===== src/shared/ocs_pkg.sv =====
// shared constants and types of the serial command sequencer
package ocs_pkg;

   // master clock
   localparam int MCLK_MHZ = 20;

   // blink half period, in microseconds and in master cycles
   localparam int BLINK_HALF_US = 500000;
   localparam int BLINK_HALF_CYC = BLINK_HALF_US * MCLK_MHZ;
   localparam int BLINK_CNT_W = 24;

   // serial byte framing
   localparam int BYTE_BITS = 8;
   localparam int BIT_CNT_W = 4;

   // data buffer toward video ram
   localparam int FIFO_DEPTH = 32;
   localparam int VRAM_W = 10;
   localparam int VRAM_OFF_BIT = 9;
   localparam int VRAM_BLINK_BIT = 8;

   // reserved character codes per variant
   localparam logic [7:0] CODE_OFF_SMALL = 8'h7E;
   localparam logic [7:0] CODE_OFF_LARGE = 8'hFE;
   localparam logic [7:0] CODE_END_SMALL = 8'h7F;
   localparam logic [7:0] CODE_END_LARGE = 8'hFF;
   localparam logic [7:0] CODE_MASK_SMALL = 8'h7F;
   localparam logic [7:0] CODE_MASK_LARGE = 8'hFF;

   // leading byte classes
   localparam logic [7:0] VRAM_HDR_MASK = 8'hFE;
   localparam logic [7:0] VRAM_HDR = 8'h80;
   localparam logic [7:0] TWO_HDR_MASK = 8'hF0;
   localparam logic [7:0] TWO_HDR = 8'hB0;
   localparam int BLINK_FIELD_BIT = 0;

   // two-byte test commands
   localparam logic [15:0] CMD_XTAL_OUT = 16'hB03F;
   localparam logic [15:0] CMD_LC_OUT = 16'hB03E;
   localparam logic [15:0] CMD_TEST_CLEAR = 16'hB000;

   // decoder states
   typedef enum logic [2:0]
   {
      ST_IDLE = 3'b001,
      ST_SECOND = 3'b010,
      ST_CONTIG = 3'b100
   } ocs_state_type;

endpackage : ocs_pkg


===== src/design/ocs_fifo.sv =====
// synchronous fifo with valid and ready on both sides
`timescale 1ns/10ps
module ocs_fifo
   import ocs_pkg::*;
#(
   parameter int WIDTH = VRAM_W,
   parameter int DEPTH = FIFO_DEPTH
)
(
   // clock and reset
   input wire logic i_mclk,
   input wire logic i_rst_n,
   // fill side
   input wire logic i_in_valid,
   input wire logic [WIDTH-1:0] i_in_data,
   output logic o_in_ready,
   // drain side
   output logic o_out_valid,
   output logic [WIDTH-1:0] o_out_data,
   input wire logic i_out_ready
);

   localparam int AW = $clog2(DEPTH);

   typedef struct packed
   {
      logic [DEPTH-1:0][WIDTH-1:0] mem;
      logic [AW-1:0] wr_ptr;
      logic [AW-1:0] rd_ptr;
      logic [AW:0] count;
   } ocs_fifo_state_type;

   ocs_fifo_state_type q, d;
   logic push, pop;

   assign o_in_ready = (q.count != DEPTH[AW:0]);
   assign o_out_valid = (q.count != '0);
   assign o_out_data = q.mem[q.rd_ptr];
   assign push = i_in_valid && o_in_ready;
   assign pop = o_out_valid && i_out_ready;

   always_comb
   begin
      d = q;
      if (push)
      begin
         d.mem[q.wr_ptr] = i_in_data;
         d.wr_ptr = (q.wr_ptr == AW'(DEPTH - 1)) ? '0 : q.wr_ptr + 1'b1;
      end
      if (pop)
      begin
         d.rd_ptr = (q.rd_ptr == AW'(DEPTH - 1)) ? '0 : q.rd_ptr + 1'b1;
      end
      if (push && !pop)
      begin
         d.count = q.count + 1'b1;
      end
      else if (pop && !push)
      begin
         d.count = q.count - 1'b1;
      end
   end

   always_ff @(posedge i_mclk or negedge i_rst_n)
   begin
      if (!i_rst_n)
      begin
         q <= '0;
      end
      else
      begin
         q <= d;
      end
   end

endmodule : ocs_fifo


===== src/design/ocs_byte_rx.sv =====
// serial byte receiver framed by active-low chip select
`timescale 1ns/10ps
module ocs_byte_rx
   import ocs_pkg::*;
(
   // clock and reset
   input wire logic i_mclk,
   input wire logic i_rst_n,
   // serial pins
   input wire logic i_cs_n,
   input wire logic i_sclk,
   input wire logic i_sdata,
   // received bytes
   output logic o_byte_valid,
   output logic [BYTE_BITS-1:0] o_byte,
   output logic o_frame_end
);

   typedef struct packed
   {
      logic sclk_prev;
      logic cs_n_prev;
      logic [BYTE_BITS-1:0] shift;
      logic [BIT_CNT_W-1:0] bits;
      logic byte_valid;
      logic [BYTE_BITS-1:0] data;
      logic frame_end;
   } ocs_rx_state_type;

   ocs_rx_state_type q, d;

   always_comb
   begin
      d = q;
      d.sclk_prev = i_sclk;
      d.cs_n_prev = i_cs_n;
      d.byte_valid = 1'b0;
      d.frame_end = i_cs_n && !q.cs_n_prev;
      if (i_cs_n)
      begin
         d.bits = '0;
      end
      else if (i_sclk && !q.sclk_prev)
      begin
         // msb first
         d.shift = {q.shift[BYTE_BITS-2:0], i_sdata};
         if (q.bits == BIT_CNT_W'(BYTE_BITS - 1))
         begin
            d.bits = '0;
            d.byte_valid = 1'b1;
            d.data = {q.shift[BYTE_BITS-2:0], i_sdata};
         end
         else
         begin
            d.bits = q.bits + 1'b1;
         end
      end
   end

   always_ff @(posedge i_mclk or negedge i_rst_n)
   begin
      if (!i_rst_n)
      begin
         q <= '{sclk_prev: 1'b0, cs_n_prev: 1'b1, default: '0};
      end
      else
      begin
         q <= d;
      end
   end

   assign o_byte_valid = q.byte_valid;
   assign o_byte = q.data;
   assign o_frame_end = q.frame_end;

endmodule : ocs_byte_rx


===== src/design/ocs_sequencer.sv =====
// command decoder, video ram write stream, blink and test-mode outputs
//
// How it works
// - character code picks one of 128 patterns, or 256 on the large variant
// - code FEH means display-off data on both variants, 7EH only on the small variant
// - blink attribute one makes that character position blink
// - blink attribute zero shows the character steadily
// - contiguous write: one attribute byte, then any number of character codes
// - contiguous write ends on chip select high or end code 7FH/FFH
// - test frequency output only while the test pin is high
// - command B03FH routes the crystal or multiplied frequency to vertical sync out
// - vertical sync stops while that frequency is output
// - dot-clock test puts lc frequency on horizontal sync out instead
// - dot oscillator stops while display is on and line sync is low
// - test mode ends by clear command or test pin low
// - test mode clear command is B000H
`timescale 1ns/10ps
module ocs_sequencer
   import ocs_pkg::*;
#(
   parameter bit LARGE_CHARSET = 1'b0,
   parameter int BLINK_HALF_CYCLES = BLINK_HALF_CYC,
   parameter int DEPTH = FIFO_DEPTH
)
(
   // clock and reset
   input wire logic i_mclk,
   input wire logic i_rst_n,
   // serial command pins
   input wire logic i_cs_n,
   input wire logic i_sclk,
   input wire logic i_sdata,
   output logic o_busy,
   // decoded commands toward the rest of the controller
   output logic o_cmd_valid,
   output logic [BYTE_BITS-1:0] o_cmd_byte,
   output logic o_cmd2_valid,
   output logic [2*BYTE_BITS-1:0] o_cmd2_word,
   output logic o_overrun,
   input wire logic i_overrun_clr,
   // video ram write stream
   output logic o_vram_valid,
   output logic [VRAM_W-1:0] o_vram_data,
   input wire logic i_vram_ready,
   // character being displayed
   input wire logic [BYTE_BITS-1:0] i_disp_code,
   input wire logic i_disp_blink,
   output logic o_char_visible,
   output logic o_blink_phase,
   // sync and oscillators
   input wire logic i_test,
   input wire logic i_display_on,
   input wire logic i_line_sync_in_n,
   input wire logic i_vsync_int,
   input wire logic i_hsync_int,
   input wire logic i_osc_xtal,
   input wire logic i_osc_lc,
   output logic o_vertical_sync_out,
   output logic o_horizontal_sync_out,
   output logic o_dot_osc_run
);

   localparam logic [7:0] CODE_MASK = LARGE_CHARSET ? CODE_MASK_LARGE : CODE_MASK_SMALL;
   localparam logic [7:0] CODE_OFF = LARGE_CHARSET ? CODE_OFF_LARGE : CODE_OFF_SMALL;
   localparam logic [7:0] CODE_END = LARGE_CHARSET ? CODE_END_LARGE : CODE_END_SMALL;

   typedef struct packed
   {
      ocs_state_type state;
      logic [BYTE_BITS-1:0] first;
      logic blink_attr_bit;
      logic cmd_valid;
      logic [BYTE_BITS-1:0] cmd_byte;
      logic cmd2_valid;
      logic [2*BYTE_BITS-1:0] cmd2_word;
      logic overrun;
      logic xtal_test;
      logic lc_test;
      logic vs_out;
      logic hs_out;
      logic dot_run;
      logic [BLINK_CNT_W-1:0] blink_cnt;
      logic blink_phase;
      logic char_visible;
   } ocs_seq_state_type;

   ocs_seq_state_type q, d;

   logic byte_valid;
   logic [BYTE_BITS-1:0] rx_byte;
   logic frame_end;
   logic [BYTE_BITS-1:0] char_code;
   logic [BYTE_BITS-1:0] disp_code;
   logic fifo_in_valid;
   logic fifo_in_ready;
   logic [VRAM_W-1:0] fifo_in_data;
   logic [2*BYTE_BITS-1:0] word;

   ocs_byte_rx u_rx
   (
      .i_mclk(i_mclk),
      .i_rst_n(i_rst_n),
      .i_cs_n(i_cs_n),
      .i_sclk(i_sclk),
      .i_sdata(i_sdata),
      .o_byte_valid(byte_valid),
      .o_byte(rx_byte),
      .o_frame_end(frame_end)
   );

   // top code bit forced low on small variant
   assign char_code = rx_byte & CODE_MASK;
   assign disp_code = i_disp_code & CODE_MASK;
   assign word = {q.first, rx_byte};

   // every selected byte between the attribute and the end code is a character
   assign fifo_in_valid = byte_valid && !frame_end && (q.state == ST_CONTIG) && (char_code != CODE_END);
   // display-off code tagged in the stored word
   assign fifo_in_data = {char_code == CODE_OFF, q.blink_attr_bit, char_code};

   ocs_fifo #(
      .WIDTH(VRAM_W),
      .DEPTH(DEPTH)
   ) u_fifo
   (
      .i_mclk(i_mclk),
      .i_rst_n(i_rst_n),
      .i_in_valid(fifo_in_valid),
      .i_in_data(fifo_in_data),
      .o_in_ready(fifo_in_ready),
      .o_out_valid(o_vram_valid),
      .o_out_data(o_vram_data),
      .i_out_ready(i_vram_ready)
   );

   always_comb
   begin
      d = q;
      d.cmd_valid = 1'b0;
      d.cmd2_valid = 1'b0;
      if (frame_end)
      begin
         d.state = ST_IDLE;
      end
      else if (byte_valid)
      begin
         case (q.state)
            ST_IDLE:
            begin
               if ((rx_byte & VRAM_HDR_MASK) == VRAM_HDR)
               begin
                  d.blink_attr_bit = rx_byte[BLINK_FIELD_BIT];
                  d.state = ST_CONTIG;
               end
               else if ((rx_byte & TWO_HDR_MASK) == TWO_HDR)
               begin
                  d.first = rx_byte;
                  d.state = ST_SECOND;
               end
               else
               begin
                  d.cmd_valid = 1'b1;
                  d.cmd_byte = rx_byte;
               end
            end
            ST_SECOND:
            begin
               d.cmd2_valid = 1'b1;
               d.cmd2_word = word;
               d.state = ST_IDLE;
               if (i_test)
               begin
                  if (word == CMD_XTAL_OUT)
                  begin
                     d.xtal_test = 1'b1;
                     d.lc_test = 1'b0;
                  end
                  else if (word == CMD_LC_OUT)
                  begin
                     d.lc_test = 1'b1;
                     d.xtal_test = 1'b0;
                  end
                  else if (word == CMD_TEST_CLEAR)
                  begin
                     d.xtal_test = 1'b0;
                     d.lc_test = 1'b0;
                  end
               end
            end
            ST_CONTIG:
            begin
               // end code closes the write, select may stay low
               if (char_code == CODE_END)
               begin
                  d.state = ST_IDLE;
               end
            end
            default:
            begin
               d.state = ST_IDLE;
            end
         endcase
      end

      // sticky overrun, a new loss beats the clear
      if (fifo_in_valid && !fifo_in_ready)
      begin
         d.overrun = 1'b1;
      end
      else if (i_overrun_clr)
      begin
         d.overrun = 1'b0;
      end

      // test pin low leaves test mode
      // test outputs only while pin high
      if (!i_test)
      begin
         d.xtal_test = 1'b0;
         d.lc_test = 1'b0;
      end

      d.vs_out = q.xtal_test ? i_osc_xtal : i_vsync_int;
      // horizontal sync replaced by lc oscillator
      d.hs_out = q.lc_test ? i_osc_lc : i_hsync_int;
      // dot oscillator halted in line sync with display on
      d.dot_run = !(i_display_on && !i_line_sync_in_n);

      // blink phase divider
      if (q.blink_cnt == BLINK_CNT_W'(BLINK_HALF_CYCLES - 1))
      begin
         d.blink_cnt = '0;
         d.blink_phase = !q.blink_phase;
      end
      else
      begin
         d.blink_cnt = q.blink_cnt + 1'b1;
      end

      // blinking hides the character in the off phase
      // display-off code never shows a pattern
      d.char_visible = (disp_code != CODE_OFF) && !(i_disp_blink && q.blink_phase);
   end

   always_ff @(posedge i_mclk or negedge i_rst_n)
   begin
      if (!i_rst_n)
      begin
         q <= '{state: ST_IDLE, dot_run: 1'b1, default: '0};
      end
      else
      begin
         q <= d;
      end
   end

   assign o_busy = !fifo_in_ready;
   assign o_cmd_valid = q.cmd_valid;
   assign o_cmd_byte = q.cmd_byte;
   assign o_cmd2_valid = q.cmd2_valid;
   assign o_cmd2_word = q.cmd2_word;
   assign o_overrun = q.overrun;
   assign o_char_visible = q.char_visible;
   assign o_blink_phase = q.blink_phase;
   assign o_vertical_sync_out = q.vs_out;
   assign o_horizontal_sync_out = q.hs_out;
   assign o_dot_osc_run = q.dot_run;

endmodule : ocs_sequencer


===== config.mk =====
export PLATFORM = sky130hd
export DESIGN_NAME = ocs_sequencer
export DESIGN_NICKNAME = d
export VERILOG_FILES = /design/src/shared/ocs_pkg.sv /design/src/design/ocs_fifo.sv /design/src/design/ocs_byte_rx.sv /design/src/design/ocs_sequencer.sv
export SDC_FILE = /design/constraint.sdc
export NUM_CORES = 1
export LEC_CHECK = 0
export ABC_AREA = 1
export BUFFER_PORTS_ARGS = -buffer_cell sky130_fd_sc_hd__buf_2
export CORE_UTILIZATION = 45
export CTS_BUF_LIST = sky130_fd_sc_hd__clkbuf_4 sky130_fd_sc_hd__clkbuf_8 sky130_fd_sc_hd__clkbuf_16
export DETAILED_ROUTE_END_ITERATION = 12
export HOLD_SLACK_MARGIN = 0.08
export MAX_ROUTING_LAYER = met4
export PLACE_DENSITY = 0.75
export SKIP_LAST_GASP = 1
export SYNTH_ARGS = -nofsm -noshare
export SYNTH_HDL_FRONTEND = slang
export SYNTH_SLANG_ARGS = --single-unit

===== constraint.sdc =====
create_clock -name i_mclk -period 2.6 [get_ports i_mclk]
set_clock_uncertainty 0.15 [all_clocks]
set_input_delay 0.39 -clock i_mclk [delete_from_list [all_inputs] [get_ports i_mclk]]
set_output_delay 0.39 -clock i_mclk [all_outputs]
set_load 0.01 [all_outputs]

==> impl_metrics.toml <==
[hold_path]
min_path_cells = 4
min_to = "u_fifo.q[0]$_DFFE_PN0P_"
hp-start = "i_vram_ready"
min_path_type = "in -> reg"

[sta]
setup_ws_ns = -0.347
worst_slew_pin_slew_ns = 0.716
min_period_over_period = 1.13
slew_viol_final = 0
grt_setup_unrepaired = "true"
period_minus_slack_ns = 2.95
hold_violations = 0
hold_slack_ns = 0.207
relSlewSlack = 0.522
setup_viol = 9
fmax_mhz = 339

[finish]
diodes = 0
area_delta_synth_final_pct = 16.1
layout_commonest_cell = "nand2_1"
layout.nets = 2634
layout_common_cells = "949 x nand2_1, 392 x dfrtp_1, 227 x inv_1"
drive_above_1_share = 0.209
fill_cells = 3938

[route]
wl_per_cell_microns = 16.2
via_per_inst = 5.25
wirelength_microns = 52100
ant_nets = 0
route.detailed.drc = 0
drt_iter0_drc = 1728
route.vias.total = 16900
firstDrtPassIters = 6

[clock_tree]
cts_root_buffer = "clkbuf_16"
cts_tree = "yes"
htree_levels = 2
cts_buffers = 43
path_clk_slew_ns = 0.06
clock-sinks = 397
clk_latency_ns = 0.59
clock_path_buffers = 3

[global_route]
first_global_vias = 16600
grt_first_pass_wirelength_microns = 84300
track_usage = 0.232
antenna_found_initial = 0
grt_max_degree = 66
overflow = 0

[floorplan]
die_h_microns = 215
rows = 77
fp.dieW_microns = 215
die_area_sq_mm = 0.0464
io_pins = 67
core-area_sq_mm = 0.0446
initial_utilization = 0.459

[placed_design]
dpl_worst_slack_ns = 0.167
portBuffers = 64
hpwlAfterDp_microns = 31100
gp_congestion = 0.924

[setup_path]
cp-start-kind = "flip-flop"
r2r_slack_ns = 0.18
worstSetupPathType = "reg -> out"
crit_required_ns = 2.06
reg2reg_depth = 10
timing.rr.start = "u_rx.o_frame_end$_DFF_PN0_"
r2r_end = "u_fifo.q[334]$_DFFE_PN0P_"
crit_path_max_fanout = 10
cp.arrival_ns = 2.41
endpoint_kind = "primary output"

[synthesis]
synth_area_per_cell_sq_um = 8.00
ys_ff_latch = 397
synth_nets = 2599
seq_area_frac_synth = 0.485
yosys_warnings = 0
synth_cell_types = 42
synth_area_sq_mm = 0.0205
synthCells = 2561

[status]
violations = "negative setup slack"
outcome = "complete, but fails checks"

[power_and_ir_drop]
finalPower_uw = 12900
p_leak_uw = 0.0124
peakVddDrop_v = 0.000544
power_density_mw_per_mm2 = 543

[run]
max_cap_viol_count = 0
[synth_stat cells (all sizes together)]
master,number,area (sq um)
dfstp,3,78.8
fa,1,20.0
xor2,13,114
conb,1,3.75
nand4,14,87.6
nand3b,1,7.51
o21ai,334,2300
o32ai,1,8.76
nand3,156,801
clkbuf,50,188
a2bb2oi,1,8.76
a31oi,1,6.26
buf,105,816
and2,1,6.26
nor2,133,536
o22ai,1,6.26
a22oi,1,7.51
nand2,1014,4030
xnor2,7,61.3
mux2,2,22.5
or2,28,175
clkinv,2,7.51
o211ai,18,135
dfrtp,394,9860
a21oi,8,40.0
inv,241,905
ha,14,175
nor3,16,85.1
[state kept, by name, indices dropped and copies added (netlist names), 8 cells and up]
register and cells:
u_rx.o_byte 8, u_rx.q 13, q 37, o_cmd_byte 8, u_fifo.q 304, o_cmd2_word 16
[per-stage QoR]
step / cells / cell area (sq um) / setup TNS, ns / util
global route: 3215 / 23800 / -3.47 / 0.533
detailed placement: 3104 / 21100 / 0 / 0.473
CTS: 3210 / 23500 / -2.67 / 0.527
global placement: 3104 / 21100 / 0 / 0.473
finish: 3215 / 23800 / -2.88 / 0.533
floorplan: 2561 / 20500 / 0 / -
[report_power, final]
part	switching (uW)	total, uW	internal (uW)
combinational	304	396	91.9
clock	2550	6260	3710
sequential	32.3	6260	6220
[critical path, cell delays in order, from the launching register on]
cell	delay, ns
dfrtp_4	0.50
buf_12	0.19
bufbuf_16	0.31
nand2_1	0.09
nand3_2	0.08
nand2_2	0.07
nand2_2	0.07
nand3_2	0.11
nand3_2	0.12
nand2_2	0.15
buf_6	0.11
[worst max-delay path by stage]
stage / start / end / slack (ns) / cells past startpoint
global route: u_fifo.q[6]$_DFFE_PN0P_ / o_vram_data[5] / -0.41 / 13
CTS: u_fifo.q[6]$_DFFE_PN0P_ / o_vram_data[8] / -0.31 / 10
detailed placement: q[68]$_DFFE_PN0P_ / u_fifo.q[4]$_DFFE_PN0P_ / 0.17 / 13
finish: u_fifo.q[6]$_DFFE_PN0P_ / o_vram_data[6] / -0.35 / 10
floorplan: q[68]$_DFFE_PN0P_ / u_fifo.q[4]$_DFFE_PN0P_ / 0.02 / 15
global placement: u_fifo.q[6]$_DFFE_PN0P_ / o_vram_data[5] / 0.19 / 11
[kinds of logic after synthesis]
group                    count (synthesis)  synth area share
AO/OA/AOI/OAI                          365             0.123
XOR/XNOR                                20           0.00855
adder cells (fa/ha/maj)                 15           0.00953
buffers and inverters                  398            0.0935
flip-flops                             397             0.485
multiplexers                             2           0.00110
other                                    1          0.000183
AND/OR/NAND/NOR                       1363             0.280
[layout make-up]
type,count,area (sq um),share of cell area
well taps,592,741,0.0311
repair buffers,144,1610,0.0677
clock buffers,62,1270,0.0536
clock inverters,10,163,0.00684
flip-flops and latches,397,9940,0.418
multi-input cells,1766,9110,0.383
inverters,243,941,0.0395
repair inverters,1,11.3,0.000473
[layer usage]
layer,vias to the layer above,global-route usage,share of wire
li1,8094,-,-
met1,8094,0.291,0.42
met2,564,0.375,0.48
met3,134,0.0400,0.065
met4,0,0.0853,0.030
met5,-,-,0
[repair_timing]
item	4_1_cts	5_1_grt
gates resized for setup	108	46
gates cloned	12	4
hold buffers	14	0
setup endpoints to repair	9	14
hold endpoints to repair	82	0
pin swaps	37	25
setup buffers	8	2
Note: power is estimated with default switching activity, not from simulation.
